$ cat src/srf_defs.svh
`ifndef SRF_DEFS_SVH
`define SRF_DEFS_SVH

`define SRF_CLK_HZ 25000000
`define SRF_US_PER_S 1000000
`define SRF_POWERUP_US 1000
`define SRF_SPS_1024 1024
`define SRF_SPS_256 256
`define SRF_SPS_64 64
`define SRF_SPS_8 8

`define SRF_RATE_1024 2'h0
`define SRF_RATE_256 2'h1
`define SRF_RATE_64 2'h2
`define SRF_RATE_8 2'h3

`define SRF_MODE_CONT 2'h0
`define SRF_MODE_SINGLE 2'h1
`define SRF_MODE_SLEEP 2'h2

`define SRF_OFF_CTRL 8'h00
`define SRF_OFF_FMT 8'h04
`define SRF_OFF_PIN 8'h08
`define SRF_OFF_SNAP 8'h0C
`define SRF_GRP_BUS 4'h1
`define SRF_GRP_SENSE 4'h2
`define SRF_GRP_POWER 4'h3
`define SRF_OFF_ACCLO 8'h40
`define SRF_OFF_ACCHI 8'h44
`define SRF_OFF_COUNT 8'h48

`define SRF_CTRL_W 5
`define SRF_CTRL_RESET 5'h00
`define SRF_CTRL_RATE 1:0
`define SRF_CTRL_MODE 3:2
`define SRF_CTRL_ALARM 4
`define SRF_FMT_RESET 16'h0000
`define SRF_FMT_BUS_BIP 0
`define SRF_FMT_BUS_HALF 1
`define SRF_FMT_SNS_BIP 2
`define SRF_FMT_SNS_HALF 3
`define SRF_PIN_TYPE 0
`define SRF_PIN_NO_RISE 1
`define SRF_PIN_NO_FALL 2
`define SRF_PIN_LEVEL 3
`define SRF_PIN_RISE_SEEN 4
`define SRF_PIN_FALL_SEEN 5
`define SRF_SNAP_FULL 0
`define SRF_SNAP_KEEP 1

`define SRF_RESP_OKAY 2'h0
`define SRF_RESP_SLVERR 2'h2

`endif

$ cat src/srf_pkg.sv
package srf_pkg;
  typedef enum logic [3:0] {
    SRF_IDLE = 4'h1,
    SRF_WAIT = 4'h2,
    SRF_CONV = 4'h4,
    SRF_REST = 4'h8
  } srf_state_e;
  typedef logic [15:0] srf_result_t;
endpackage

$ cat src/srf_pin_sync.sv
`timescale 1ns/1ns
module srf_pin_sync (
  input wire logic clk,
  input wire logic resetn,
  input wire logic pinIn,
  output logic level,
  output logic rise,
  output logic fall
);
  logic stage1;
  logic stage2;
  logic stage3;

  always_ff @(posedge clk) begin
    if (!resetn) begin
      stage1 <= 1'b0;
      stage2 <= 1'b0;
      stage3 <= 1'b0;
    end else begin
      stage1 <= pinIn;
      stage2 <= stage1;
      stage3 <= stage2;
    end
  end

  assign level = stage2;
  assign rise = stage2 && !stage3;
  assign fall = !stage2 && stage3;

  a_edge_level: assert property (@(posedge clk) disable iff (!resetn)
    rise |-> level && !$past(stage2))
    else $error("rise seen without a low to high change");
endmodule

$ cat src/srf_format.sv
`timescale 1ns/1ns
module srf_format
  import srf_pkg::*;
(
  input wire logic clk,
  input wire logic resetn,
  input wire logic [16:0] raw,
  input wire logic bipolar,
  input wire logic half,
  output srf_result_t result
);
  always_comb begin
    if (!bipolar) begin
      result = raw[16] ? 16'h0000 : raw[15:0];
    end else if (!half) begin
      result = raw[16:1];
    end else if (!raw[16] && raw[15]) begin
      result = 16'h7FFF;
    end else if (raw[16] && !raw[15]) begin
      result = 16'h8000;
    end else begin
      result = raw[15:0];
    end
  end

  a_unip_clamp: assert property (@(posedge clk) disable iff (!resetn)
    !bipolar && raw[16] |-> result == 16'h0000)
    else $error("unsigned result not clamped at zero");
  a_half_sign: assert property (@(posedge clk) disable iff (!resetn)
    bipolar && half |-> result[15] == raw[16])
    else $error("half range result lost its sign");
endmodule

$ cat src/srf_monitor.sv
`timescale 1ns/1ns
`include "srf_defs.svh"
module srf_monitor
  import srf_pkg::*;
#(
  parameter int NUM_CH = 4,
  parameter int CNT_W = 22,
  parameter int POWERUP_CYC =
    (`SRF_CLK_HZ / `SRF_US_PER_S) * `SRF_POWERUP_US,
  parameter int CYC_1024 = `SRF_CLK_HZ / `SRF_SPS_1024,
  parameter int CYC_256 = `SRF_CLK_HZ / `SRF_SPS_256,
  parameter int CYC_64 = `SRF_CLK_HZ / `SRF_SPS_64,
  parameter int CYC_8 = `SRF_CLK_HZ / `SRF_SPS_8
) (
  input wire logic clk,
  input wire logic resetn,
  input wire logic [7:0] awaddr,
  input wire logic awvalid,
  output logic awready,
  input wire logic [31:0] wdata,
  input wire logic [3:0] wstrb,
  input wire logic wvalid,
  output logic wready,
  output logic [1:0] bresp,
  output logic bvalid,
  input wire logic bready,
  input wire logic [7:0] araddr,
  input wire logic arvalid,
  output logic arready,
  output logic [31:0] rdata,
  output logic [1:0] rresp,
  output logic rvalid,
  input wire logic rready,
  input wire logic ratePinIn,
  output logic ratePinOut,
  output logic ratePinOe,
  input wire logic alarmCond,
  output logic [1:0] muxChannel,
  output logic convStart,
  input wire logic adcDone,
  input wire logic [16:0] adcBusRaw,
  input wire logic [16:0] adcSenseRaw
);
  if (NUM_CH < 1 || NUM_CH > 4) begin : g_bad_ch
    $error("NUM_CH must lie between 1 and 4");
  end
  if (CYC_8 >= (1 << CNT_W) || POWERUP_CYC >= (1 << CNT_W) ||
      POWERUP_CYC < 1 || CYC_1024 < 1) begin : g_bad_cnt
    $error("timing counts do not fit CNT_W");
  end

  function automatic logic [31:0] mergeStrb(input logic [31:0] old,
      input logic [31:0] data, input logic [3:0] strb);
    logic [31:0] res;
    res = old;
    for (int i = 0; i < 4; i++) begin
      if (strb[i]) begin
        res[8*i +: 8] = data[8*i +: 8];
      end
    end
    return res;
  endfunction

  function automatic logic [CNT_W-1:0] periodFor(input logic [1:0] rate);
    case (rate)
      `SRF_RATE_1024: periodFor = CNT_W'(CYC_1024);
      `SRF_RATE_256: periodFor = CNT_W'(CYC_256);
      `SRF_RATE_64: periodFor = CNT_W'(CYC_64);
      default: periodFor = CNT_W'(CYC_8);
    endcase
  endfunction

  logic pinLevel;
  logic pinRise;
  logic pinFall;
  srf_pin_sync u_sync (
    .clk(clk),
    .resetn(resetn),
    .pinIn(ratePinIn),
    .level(pinLevel),
    .rise(pinRise),
    .fall(pinFall)
  );

  // bus slave state
  logic awHeld;
  logic wHeld;
  logic [7:0] wrAddr;
  logic [31:0] wrData;
  logic [3:0] wrStrb;
  logic doWrite;
  logic wrKnown;
  logic [31:0] rdNext;
  logic rdErr;

  // configuration: pending copies wait for a host snapshot
  logic [31:0] ctrlMerged;
  logic [31:0] fmtMerged;
  logic chOk;
  logic [`SRF_CTRL_W-1:0] ctrlPend;
  logic [`SRF_CTRL_W-1:0] ctrlAct;
  logic [15:0] fmtPend;
  logic [15:0] fmtAct;
  logic snapType;
  logic noRise;
  logic noFall;
  logic riseSeen;
  logic fallSeen;

  logic alarmAct;
  logic [1:0] modeAct;
  logic [1:0] effRate;
  logic hostSnap;
  logic hostFull;
  logic pinSnap;
  logic snapAny;
  logic snapFull;

  srf_state_e state;
  srf_state_e next_state;
  logic cycStart;
  logic [1:0] cycleRate;
  logic [CNT_W-1:0] periodCnt;
  logic [CNT_W-1:0] pwrCnt;
  logic lastCh;
  logic sampleTake;
  logic cycleDone;

  logic [3:0] curFmt;
  srf_result_t fmtBus;
  srf_result_t fmtSense;
  logic signed [14:0] busTop;
  logic signed [16:0] senseExt;
  logic signed [31:0] product;

  srf_result_t latestBus [NUM_CH];
  srf_result_t latestSense [NUM_CH];
  logic [31:0] latestPower [NUM_CH];
  srf_result_t doneBus [NUM_CH];
  srf_result_t doneSense [NUM_CH];
  logic [31:0] donePower [NUM_CH];
  srf_result_t readBus [NUM_CH];
  srf_result_t readSense [NUM_CH];
  logic [31:0] readPower [NUM_CH];
  logic [55:0] acc;
  logic [31:0] accCount;
  logic [55:0] readAcc;
  logic [31:0] readCount;

  assign awready = !awHeld && !bvalid;
  assign wready = !wHeld && !bvalid;
  assign arready = !rvalid;
  assign doWrite = awHeld && wHeld && !bvalid;
  assign wrKnown = wrAddr == `SRF_OFF_CTRL || wrAddr == `SRF_OFF_FMT ||
                   wrAddr == `SRF_OFF_PIN || wrAddr == `SRF_OFF_SNAP;

  always_ff @(posedge clk) begin
    if (!resetn) begin
      awHeld <= 1'b0;
      wHeld <= 1'b0;
      wrAddr <= 8'h00;
      wrData <= 32'h00000000;
      wrStrb <= 4'h0;
      bvalid <= 1'b0;
      bresp <= `SRF_RESP_OKAY;
    end else begin
      if (awvalid && awready) begin
        awHeld <= 1'b1;
        wrAddr <= awaddr;
      end
      if (wvalid && wready) begin
        wHeld <= 1'b1;
        wrData <= wdata;
        wrStrb <= wstrb;
      end
      if (doWrite) begin
        awHeld <= 1'b0;
        wHeld <= 1'b0;
        bvalid <= 1'b1;
        bresp <= wrKnown ? `SRF_RESP_OKAY : `SRF_RESP_SLVERR;
      end else if (bvalid && bready) begin
        bvalid <= 1'b0;
      end
    end
  end

  assign hostSnap = doWrite && wrAddr == `SRF_OFF_SNAP && wrStrb[0] &&
                    (wrData[`SRF_SNAP_FULL] || wrData[`SRF_SNAP_KEEP]);
  assign hostFull = wrData[`SRF_SNAP_FULL];
  assign pinSnap = !alarmAct && ((pinRise && !noRise) ||
                   (pinFall && !noFall));
  assign snapAny = hostSnap || pinSnap;
  assign snapFull = (hostSnap && hostFull) || (pinSnap && !snapType);

  assign ctrlMerged = mergeStrb(32'(ctrlPend), wrData, wrStrb);
  assign fmtMerged = mergeStrb(32'(fmtPend), wrData, wrStrb);

  always_ff @(posedge clk) begin
    if (!resetn) begin
      ctrlPend <= `SRF_CTRL_RESET;
      fmtPend <= `SRF_FMT_RESET;
    end else if (doWrite && wrAddr == `SRF_OFF_CTRL) begin
      ctrlPend <= ctrlMerged[`SRF_CTRL_W-1:0];
    end else if (doWrite && wrAddr == `SRF_OFF_FMT) begin
      fmtPend <= fmtMerged[15:0];
    end
  end

  // only the host snapshot moves pending config into use
  always_ff @(posedge clk) begin
    if (!resetn) begin
      ctrlAct <= `SRF_CTRL_RESET;
      fmtAct <= `SRF_FMT_RESET;
    end else if (hostSnap) begin
      ctrlAct <= ctrlPend;
      fmtAct <= fmtPend;
    end
  end

  always_ff @(posedge clk) begin
    if (!resetn) begin
      snapType <= 1'b0;
      noRise <= 1'b0;
      noFall <= 1'b0;
      riseSeen <= 1'b0;
      fallSeen <= 1'b0;
    end else begin
      if (doWrite && wrAddr == `SRF_OFF_PIN && wrStrb[0]) begin
        snapType <= wrData[`SRF_PIN_TYPE];
        noRise <= wrData[`SRF_PIN_NO_RISE];
        noFall <= wrData[`SRF_PIN_NO_FALL];
        riseSeen <= (riseSeen && !wrData[`SRF_PIN_RISE_SEEN]) || pinRise;
        fallSeen <= (fallSeen && !wrData[`SRF_PIN_FALL_SEEN]) || pinFall;
      end else begin
        riseSeen <= riseSeen || pinRise;
        fallSeen <= fallSeen || pinFall;
      end
    end
  end

  assign alarmAct = ctrlAct[`SRF_CTRL_ALARM];
  assign modeAct = ctrlAct[`SRF_CTRL_MODE];
  // pin rate control only while the pin is not the alarm output
  assign effRate = (pinLevel && !alarmAct) ? `SRF_RATE_8
                   : ctrlAct[`SRF_CTRL_RATE];
  assign lastCh = muxChannel == 2'(NUM_CH - 1);
  assign sampleTake = state == SRF_CONV && adcDone;

  always_comb begin
    next_state = state;
    cycStart = 1'b0;
    case (state)
      SRF_IDLE: begin
        if (modeAct == `SRF_MODE_CONT) begin
          next_state = SRF_CONV;
          cycStart = 1'b1;
        end else if (modeAct == `SRF_MODE_SINGLE && pinRise &&
                     !alarmAct) begin
          next_state = SRF_WAIT;
        end
      end
      SRF_WAIT: begin
        if (modeAct == `SRF_MODE_SLEEP) begin
          next_state = SRF_IDLE;
        end else if (pwrCnt == CNT_W'(POWERUP_CYC - 1)) begin
          next_state = SRF_CONV;
          cycStart = 1'b1;
        end
      end
      SRF_CONV: begin
        if (adcDone && lastCh) begin
          next_state = SRF_REST;
        end
      end
      SRF_REST: begin
        if (periodCnt >= periodFor(cycleRate) - CNT_W'(1)) begin
          if (modeAct == `SRF_MODE_CONT) begin
            next_state = SRF_CONV;
            cycStart = 1'b1;
          end else begin
            next_state = SRF_IDLE;
          end
        end
      end
      default: next_state = SRF_IDLE;
    endcase
  end

  always_ff @(posedge clk) begin
    if (!resetn) begin
      state <= SRF_IDLE;
      cycleRate <= `SRF_RATE_1024;
      periodCnt <= '0;
      pwrCnt <= '0;
    end else begin
      state <= next_state;
      if (cycStart) begin
        cycleRate <= effRate;
        periodCnt <= '0;
      end else if (state == SRF_CONV || state == SRF_REST) begin
        periodCnt <= periodCnt + CNT_W'(1);
      end
      pwrCnt <= (state == SRF_WAIT) ? pwrCnt + CNT_W'(1) : '0;
    end
  end

  always_ff @(posedge clk) begin
    if (!resetn) begin
      muxChannel <= 2'h0;
      convStart <= 1'b0;
      cycleDone <= 1'b0;
    end else begin
      convStart <= cycStart || (sampleTake && !lastCh);
      cycleDone <= sampleTake && lastCh;
      if (cycStart) begin
        muxChannel <= 2'h0;
      end else if (sampleTake && !lastCh) begin
        muxChannel <= muxChannel + 2'h1;
      end
    end
  end

  assign curFmt = fmtAct[{muxChannel, 2'b00} +: 4];
  srf_format u_fmt_bus (
    .clk(clk),
    .resetn(resetn),
    .raw(adcBusRaw),
    .bipolar(curFmt[`SRF_FMT_BUS_BIP]),
    .half(curFmt[`SRF_FMT_BUS_HALF]),
    .result(fmtBus)
  );
  srf_format u_fmt_sense (
    .clk(clk),
    .resetn(resetn),
    .raw(adcSenseRaw),
    .bipolar(curFmt[`SRF_FMT_SNS_BIP]),
    .half(curFmt[`SRF_FMT_SNS_HALF]),
    .result(fmtSense)
  );

  assign busTop = {curFmt[`SRF_FMT_BUS_BIP] && fmtBus[15],
                   fmtBus[15:2]};
  assign senseExt = {curFmt[`SRF_FMT_SNS_BIP] && fmtSense[15], fmtSense};
  assign product = 32'(busTop * senseExt);

  always_ff @(posedge clk) begin
    if (!resetn) begin
      for (int i = 0; i < NUM_CH; i++) begin
        latestBus[i] <= 16'h0000;
        latestSense[i] <= 16'h0000;
        latestPower[i] <= 32'h00000000;
        doneBus[i] <= 16'h0000;
        doneSense[i] <= 16'h0000;
        donePower[i] <= 32'h00000000;
      end
    end else begin
      if (sampleTake) begin
        latestBus[muxChannel] <= fmtBus;
        latestSense[muxChannel] <= fmtSense;
        latestPower[muxChannel] <= product;
      end
      if (cycleDone) begin
        doneBus <= latestBus;
        doneSense <= latestSense;
        donePower <= latestPower;
      end
    end
  end

  always_ff @(posedge clk) begin
    if (!resetn) begin
      acc <= 56'h00000000000000;
      accCount <= 32'h00000000;
    end else begin
      acc <= (snapFull ? 56'h00000000000000 : acc) +
             (sampleTake ? {{24{product[31]}}, product} : 56'h0);
      accCount <= (snapFull ? 32'h00000000 : accCount) +
                  (sampleTake && lastCh ? 32'h00000001 : 32'h00000000);
    end
  end

  // readable copy is taken in the snapshot cycle itself
  always_ff @(posedge clk) begin
    if (!resetn) begin
      for (int i = 0; i < NUM_CH; i++) begin
        readBus[i] <= 16'h0000;
        readSense[i] <= 16'h0000;
        readPower[i] <= 32'h00000000;
      end
      readAcc <= 56'h00000000000000;
      readCount <= 32'h00000000;
    end else if (snapAny) begin
      readBus <= doneBus;
      readSense <= doneSense;
      readPower <= donePower;
      readAcc <= acc;
      readCount <= accCount;
    end
  end

  // three bits so that a full set of four channels still decodes
  assign chOk = 3'(araddr[3:2]) < 3'(NUM_CH);

  always_comb begin
    rdNext = 32'h00000000;
    rdErr = 1'b0;
    if (araddr[7:4] == `SRF_GRP_BUS && chOk) begin
      rdNext = {16'h0000, readBus[araddr[3:2]]};
    end else if (araddr[7:4] == `SRF_GRP_SENSE && chOk) begin
      rdNext = {16'h0000, readSense[araddr[3:2]]};
    end else if (araddr[7:4] == `SRF_GRP_POWER && chOk) begin
      rdNext = readPower[araddr[3:2]];
    end else begin
      case (araddr)
        `SRF_OFF_CTRL: rdNext = 32'(ctrlPend);
        `SRF_OFF_FMT: rdNext = 32'(fmtPend);
        `SRF_OFF_PIN: rdNext = {26'h0, fallSeen, riseSeen,
                                pinLevel, noFall, noRise, snapType};
        `SRF_OFF_SNAP: rdNext = 32'h00000000;
        `SRF_OFF_ACCLO: rdNext = readAcc[31:0];
        `SRF_OFF_ACCHI: rdNext = {8'h00, readAcc[55:32]};
        `SRF_OFF_COUNT: rdNext = readCount;
        default: rdErr = 1'b1;
      endcase
    end
  end

  always_ff @(posedge clk) begin
    if (!resetn) begin
      rvalid <= 1'b0;
      rdata <= 32'h00000000;
      rresp <= `SRF_RESP_OKAY;
    end else if (arvalid && arready) begin
      rvalid <= 1'b1;
      rdata <= rdNext;
      rresp <= rdErr ? `SRF_RESP_SLVERR : `SRF_RESP_OKAY;
    end else if (rvalid && rready) begin
      rvalid <= 1'b0;
    end
  end

  // open-drain alarm: pulls low while the condition holds
  always_ff @(posedge clk) begin
    if (!resetn) begin
      ratePinOe <= 1'b0;
    end else begin
      ratePinOe <= alarmAct && alarmCond;
    end
  end
  assign ratePinOut = 1'b0;

  a_slow_rate: assert property (@(posedge clk) disable iff (!resetn)
    cycStart && pinLevel && !alarmAct |=> cycleRate == `SRF_RATE_8)
    else $error("pin high did not select slow rate");
  a_alarm_rate: assert property (@(posedge clk) disable iff (!resetn)
    cycStart && alarmAct |=> cycleRate == $past(ctrlAct[1:0]))
    else $error("alarm role did not use programmed rate");
  a_rate_hold: assert property (@(posedge clk) disable iff (!resetn)
    !cycStart && state != SRF_IDLE |=> $stable(cycleRate))
    else $error("rate changed inside a cycle");
  a_power_wait: assert property (@(posedge clk) disable iff (!resetn)
    state == SRF_WAIT && next_state == SRF_CONV |->
      pwrCnt == CNT_W'(POWERUP_CYC - 1))
    else $error("single shot delay wrong");
  a_sleep_idle: assert property (@(posedge clk) disable iff (!resetn)
    state == SRF_IDLE && modeAct == `SRF_MODE_SLEEP |=> state == SRF_IDLE)
    else $error("sampling started while asleep");
  a_pin_snap: assert property (@(posedge clk) disable iff (!resetn)
    pinRise && !noRise && !alarmAct && !snapType |-> snapFull)
    else $error("pin edge did not issue full snapshot");
  a_limited_snap: assert property (@(posedge clk) disable iff (!resetn)
    pinSnap && !hostSnap |=> $stable(ctrlAct) && $stable(fmtAct))
    else $error("pin snapshot applied pending config");
  a_full_clear: assert property (@(posedge clk) disable iff (!resetn)
    snapFull |=> accCount <= 32'h00000001)
    else $error("full snapshot left count uncleared");
  a_keep_acc: assert property (@(posedge clk) disable iff (!resetn)
    snapAny && !snapFull && !sampleTake |=> acc == $past(acc))
    else $error("keep snapshot disturbed accumulator");
  a_copy_read: assert property (@(posedge clk) disable iff (!resetn)
    snapAny |=> readBus[0] == $past(doneBus[0]) && readCount ==
      $past(accCount))
    else $error("snapshot did not copy results");
  a_mux_step: assert property (@(posedge clk) disable iff (!resetn)
    sampleTake && !lastCh |=> muxChannel == $past(muxChannel) + 2'h1
      && convStart)
    else $error("mux did not step to next channel");
endmodule

$ cat config.mk
export PLATFORM = sky130hd
export DESIGN_NAME = srf_monitor
export DESIGN_NICKNAME = d
export VERILOG_FILES = /design/src/srf_pkg.sv /design/src/srf_pin_sync.sv /design/src/srf_format.sv /design/src/srf_monitor.sv
export VERILOG_INCLUDE_DIRS = /design/src
export SDC_FILE = /design/constraint.sdc
export NUM_CORES = 2
export LEC_CHECK = 0
export BUFFER_PORTS_ARGS = -buffer_cell sky130_fd_sc_hd__clkbuf_2
export CAP_MARGIN = 15
export CORE_MARGIN = 10
export CORE_UTILIZATION = 36
export CTS_BUF_LIST = sky130_fd_sc_hd__clkbuf_4
export DETAILED_ROUTE_END_ITERATION = 12
export PLACE_DENSITY_LB_ADDON = 0.3
export SLEW_MARGIN = 20
export SYNTH_ARGS = -nofsm -noshare
export SYNTH_HDL_FRONTEND = slang
export SYNTH_SLANG_ARGS = --single-unit
export TNS_END_PERCENT = 100
$ cat constraint.sdc
create_clock -name clk -period 30.8 [get_ports clk]
set_input_delay 1.54 -clock clk [delete_from_list [all_inputs] [get_ports clk]]
set_output_delay 1.54 -clock clk [all_outputs]
set_load 0.005 [all_outputs]
==> metrics.txt <==
first-pass GRT wire length=246 mm; share of layout cells above drive strength 1=11.8%; Least-Margin Pin Slew=1210 ps; commonest non-fill, non-tap cell in the layout=nand2_1; area added between synthesis and finish=10.0%; CTS tree=done; crit path time final=12950 ps; Slew Viols, Final=0; final hold violations=0; VDD IR max=0.0000348 V; Hold Path Class=flop to flop; CTS sink cnt=1113; FP Rows=144; drc violations=0; Synth area leaders=dfxtp_1 (40%), fa_1 (8.9%), nand2_1 (7.7%), nor2_1 (6.1%), a21oi_1 (5.9%); share of the synthesized area in the top cell type=39.8%; initial antenna violation count=12; Synth area leader=dfxtp_1; final wirelength=157 mm; RD Place Congestion=0.893; DR vias=44900; Clock Skew=107 ps; Crit-path slowest cell=nor2_2; fin cells=8829; CTS root buf=clkbuf_4; Pleak=23.8 nW; fin nets=7109; CP peak stage delay=960 ps; Max FO, Critical Path=28; Mapped Cells=6496; Worst-path clk slew=70 ps; yosys warns=0; worst-skew pair later-pin latency=1250 ps; fin crit share=42.0%; ys async rst share=0%; Num CTS Buffers=316; status=complete, no violations; max-capacitance violation count=0; Final Util=39.9%; Setup TNS=0 ps; Post-CTS Resized=0; CP Capture Type=flop; flops & latches, synth=1113; most frequent cells in the layout=nand2_1 (1148), dfxtp_1 (1112), nor2_1 (911); core area=154000 um^2; cell family with most CP delay=simple AND/OR/NAND/NOR gates; Slew HR=18.7%; detailed placer's ending HPWL=104 mm; pwr/cell area=51.0 nW/um^2; hold_buf cts=0; H-tree depth=5; Initial Util=36.3%; CP required=31810 ps; Pre-antenna DRT Iters=6; wire per inst=17.8 um; Top Ports=142; DRT iter0 DRCs=3457; EDFF count, synth=0; syn avg cell area=8.61 um^2; Top FF cell, synth=dfxtp_1; CP startpoint kind=flop; worst path bufs/invs=5; largest net degree at the start of global routing=247; Global Route Usage Sum=17.7%; Clock Tree Buf Depth=4; Die ar.=172000 um^2; unrepaired setup endpoints after global routing=false; width of the die=414 um; global route overflow=0; ANT nets after route=0; vias in the first global route=43100; final setup violation count=0; Post-Syn Area=55900 um^2; Setup Fix Bufs, Post-CTS=0; Placed Cells=8314; Setup Crit Path Kind=flop to flop; synth unique cells=92; register area share after synthesis=39.8%; Die Span Y=414 um; Total Power=3.14 mW; CP most frequent cell=fa_1; Max Clk Rate=77.2 MHz; IO Port Bufs=120; DR vias/cell=5.08; WP data arrival=13950 ps
cell type report:
type / count / area, um^2
clock inverter: 41 / 218
fill: 15800 / 92700
multi-input combinational: 4605 / 30400
clock buffer: 466 / 3500
tap: 2044 / 2560
antenna: 7 / 17.5
sequential: 1113 / 22300
inverter: 364 / 1380
timing repair buffer: 189 / 1180
per-layer routing:
| layer | vias to the layer above | GRT usage, % | routed length, um |
|---|---|---|---|
| met1 | 21500 | 24.5 | 73400 |
| met3 | 247 | 3.84 | 10400 |
| met5 | - | 0 | 46 |
| met4 | 6 | 6.44 | 4290 |
| met2 | 1232 | 26.9 | 69000 |
| li1 | 21900 | - | - |
registers in the layout, summed over array words and instances (netlist names), 64 cells and up:
register	flops
donePower	128
doneSense	64
readBus	64
latestSense	64
readSense	64
latestPower	128
readPower	128
doneBus	64
latestBus	64
worst register-to-register path: cells and delay by family (launching register included):
family	cells	cell delay (ps)
and+or+nand+nor	11	4010
adders and majority gates	8	3760
AOI/OAI and AO/OA	6	2070
muxes	1	910
buffers and inverters	5	830
DFF	1	720
xor gates and xnor gates	2	450
kinds of logic after synthesis:
| family | after synthesis | share of synthesized area, % |
|---|---|---|
| and+or+nand+nor | 2473 | 18.4 |
| AOI/OAI and AO/OA | 1202 | 12.9 |
| DFF | 1113 | 39.8 |
| buffers and inverters | 781 | 6.00 |
| adders and majority gates | 424 | 12.8 |
| muxes | 358 | 7.87 |
| xor gates and xnor gates | 144 | 2.25 |
| other | 1 | 0.00670 |
per-stage QoR:
step | hold WS [ps] | cell area (um^2) | worst slack [ps]
5_1_grt | 409 | 61600 | 17060
3_3_place_gp | 425 | 57800 | 18100
4_1_cts | 355 | 61500 | 18010
2_1_floorplan | 412 | 56000 | 19940
6_report | 372 | 61600 | 17850
3_5_place_dp | 430 | 57800 | 18020
cell usage after synthesis, drive strengths merged, types with 84 or more instances:
cell	n
a211oi	176
a21oi	655
mux2i	290
ha	175
xor2	84
clkbuf	298
nand2	1155
buf	119
o21ai	130
dfxtp	1113
fa	249
and2	95
inv	362
nor2	916
final timing paths:
kind / startpoint / end / slack (ps) / cells past startpoint
setup reg to reg: muxChannel[0] / acc[53] / 17850 / 33
hold / removal: donePower[103] / readPower[103] / 370 / 2
hold reg to reg: donePower[103] / readPower[103] / 370 / 2
setup / recovery: muxChannel[0] / acc[53] / 17850 / 33
power by group:
part	leakage [nW]	switching (mW)	internal, mW
registers	8.97	0.00907	1.45
clock network	2.26	0.598	0.699
logic	12.6	0.271	0.111
Power figures use the tool's default switching activity.
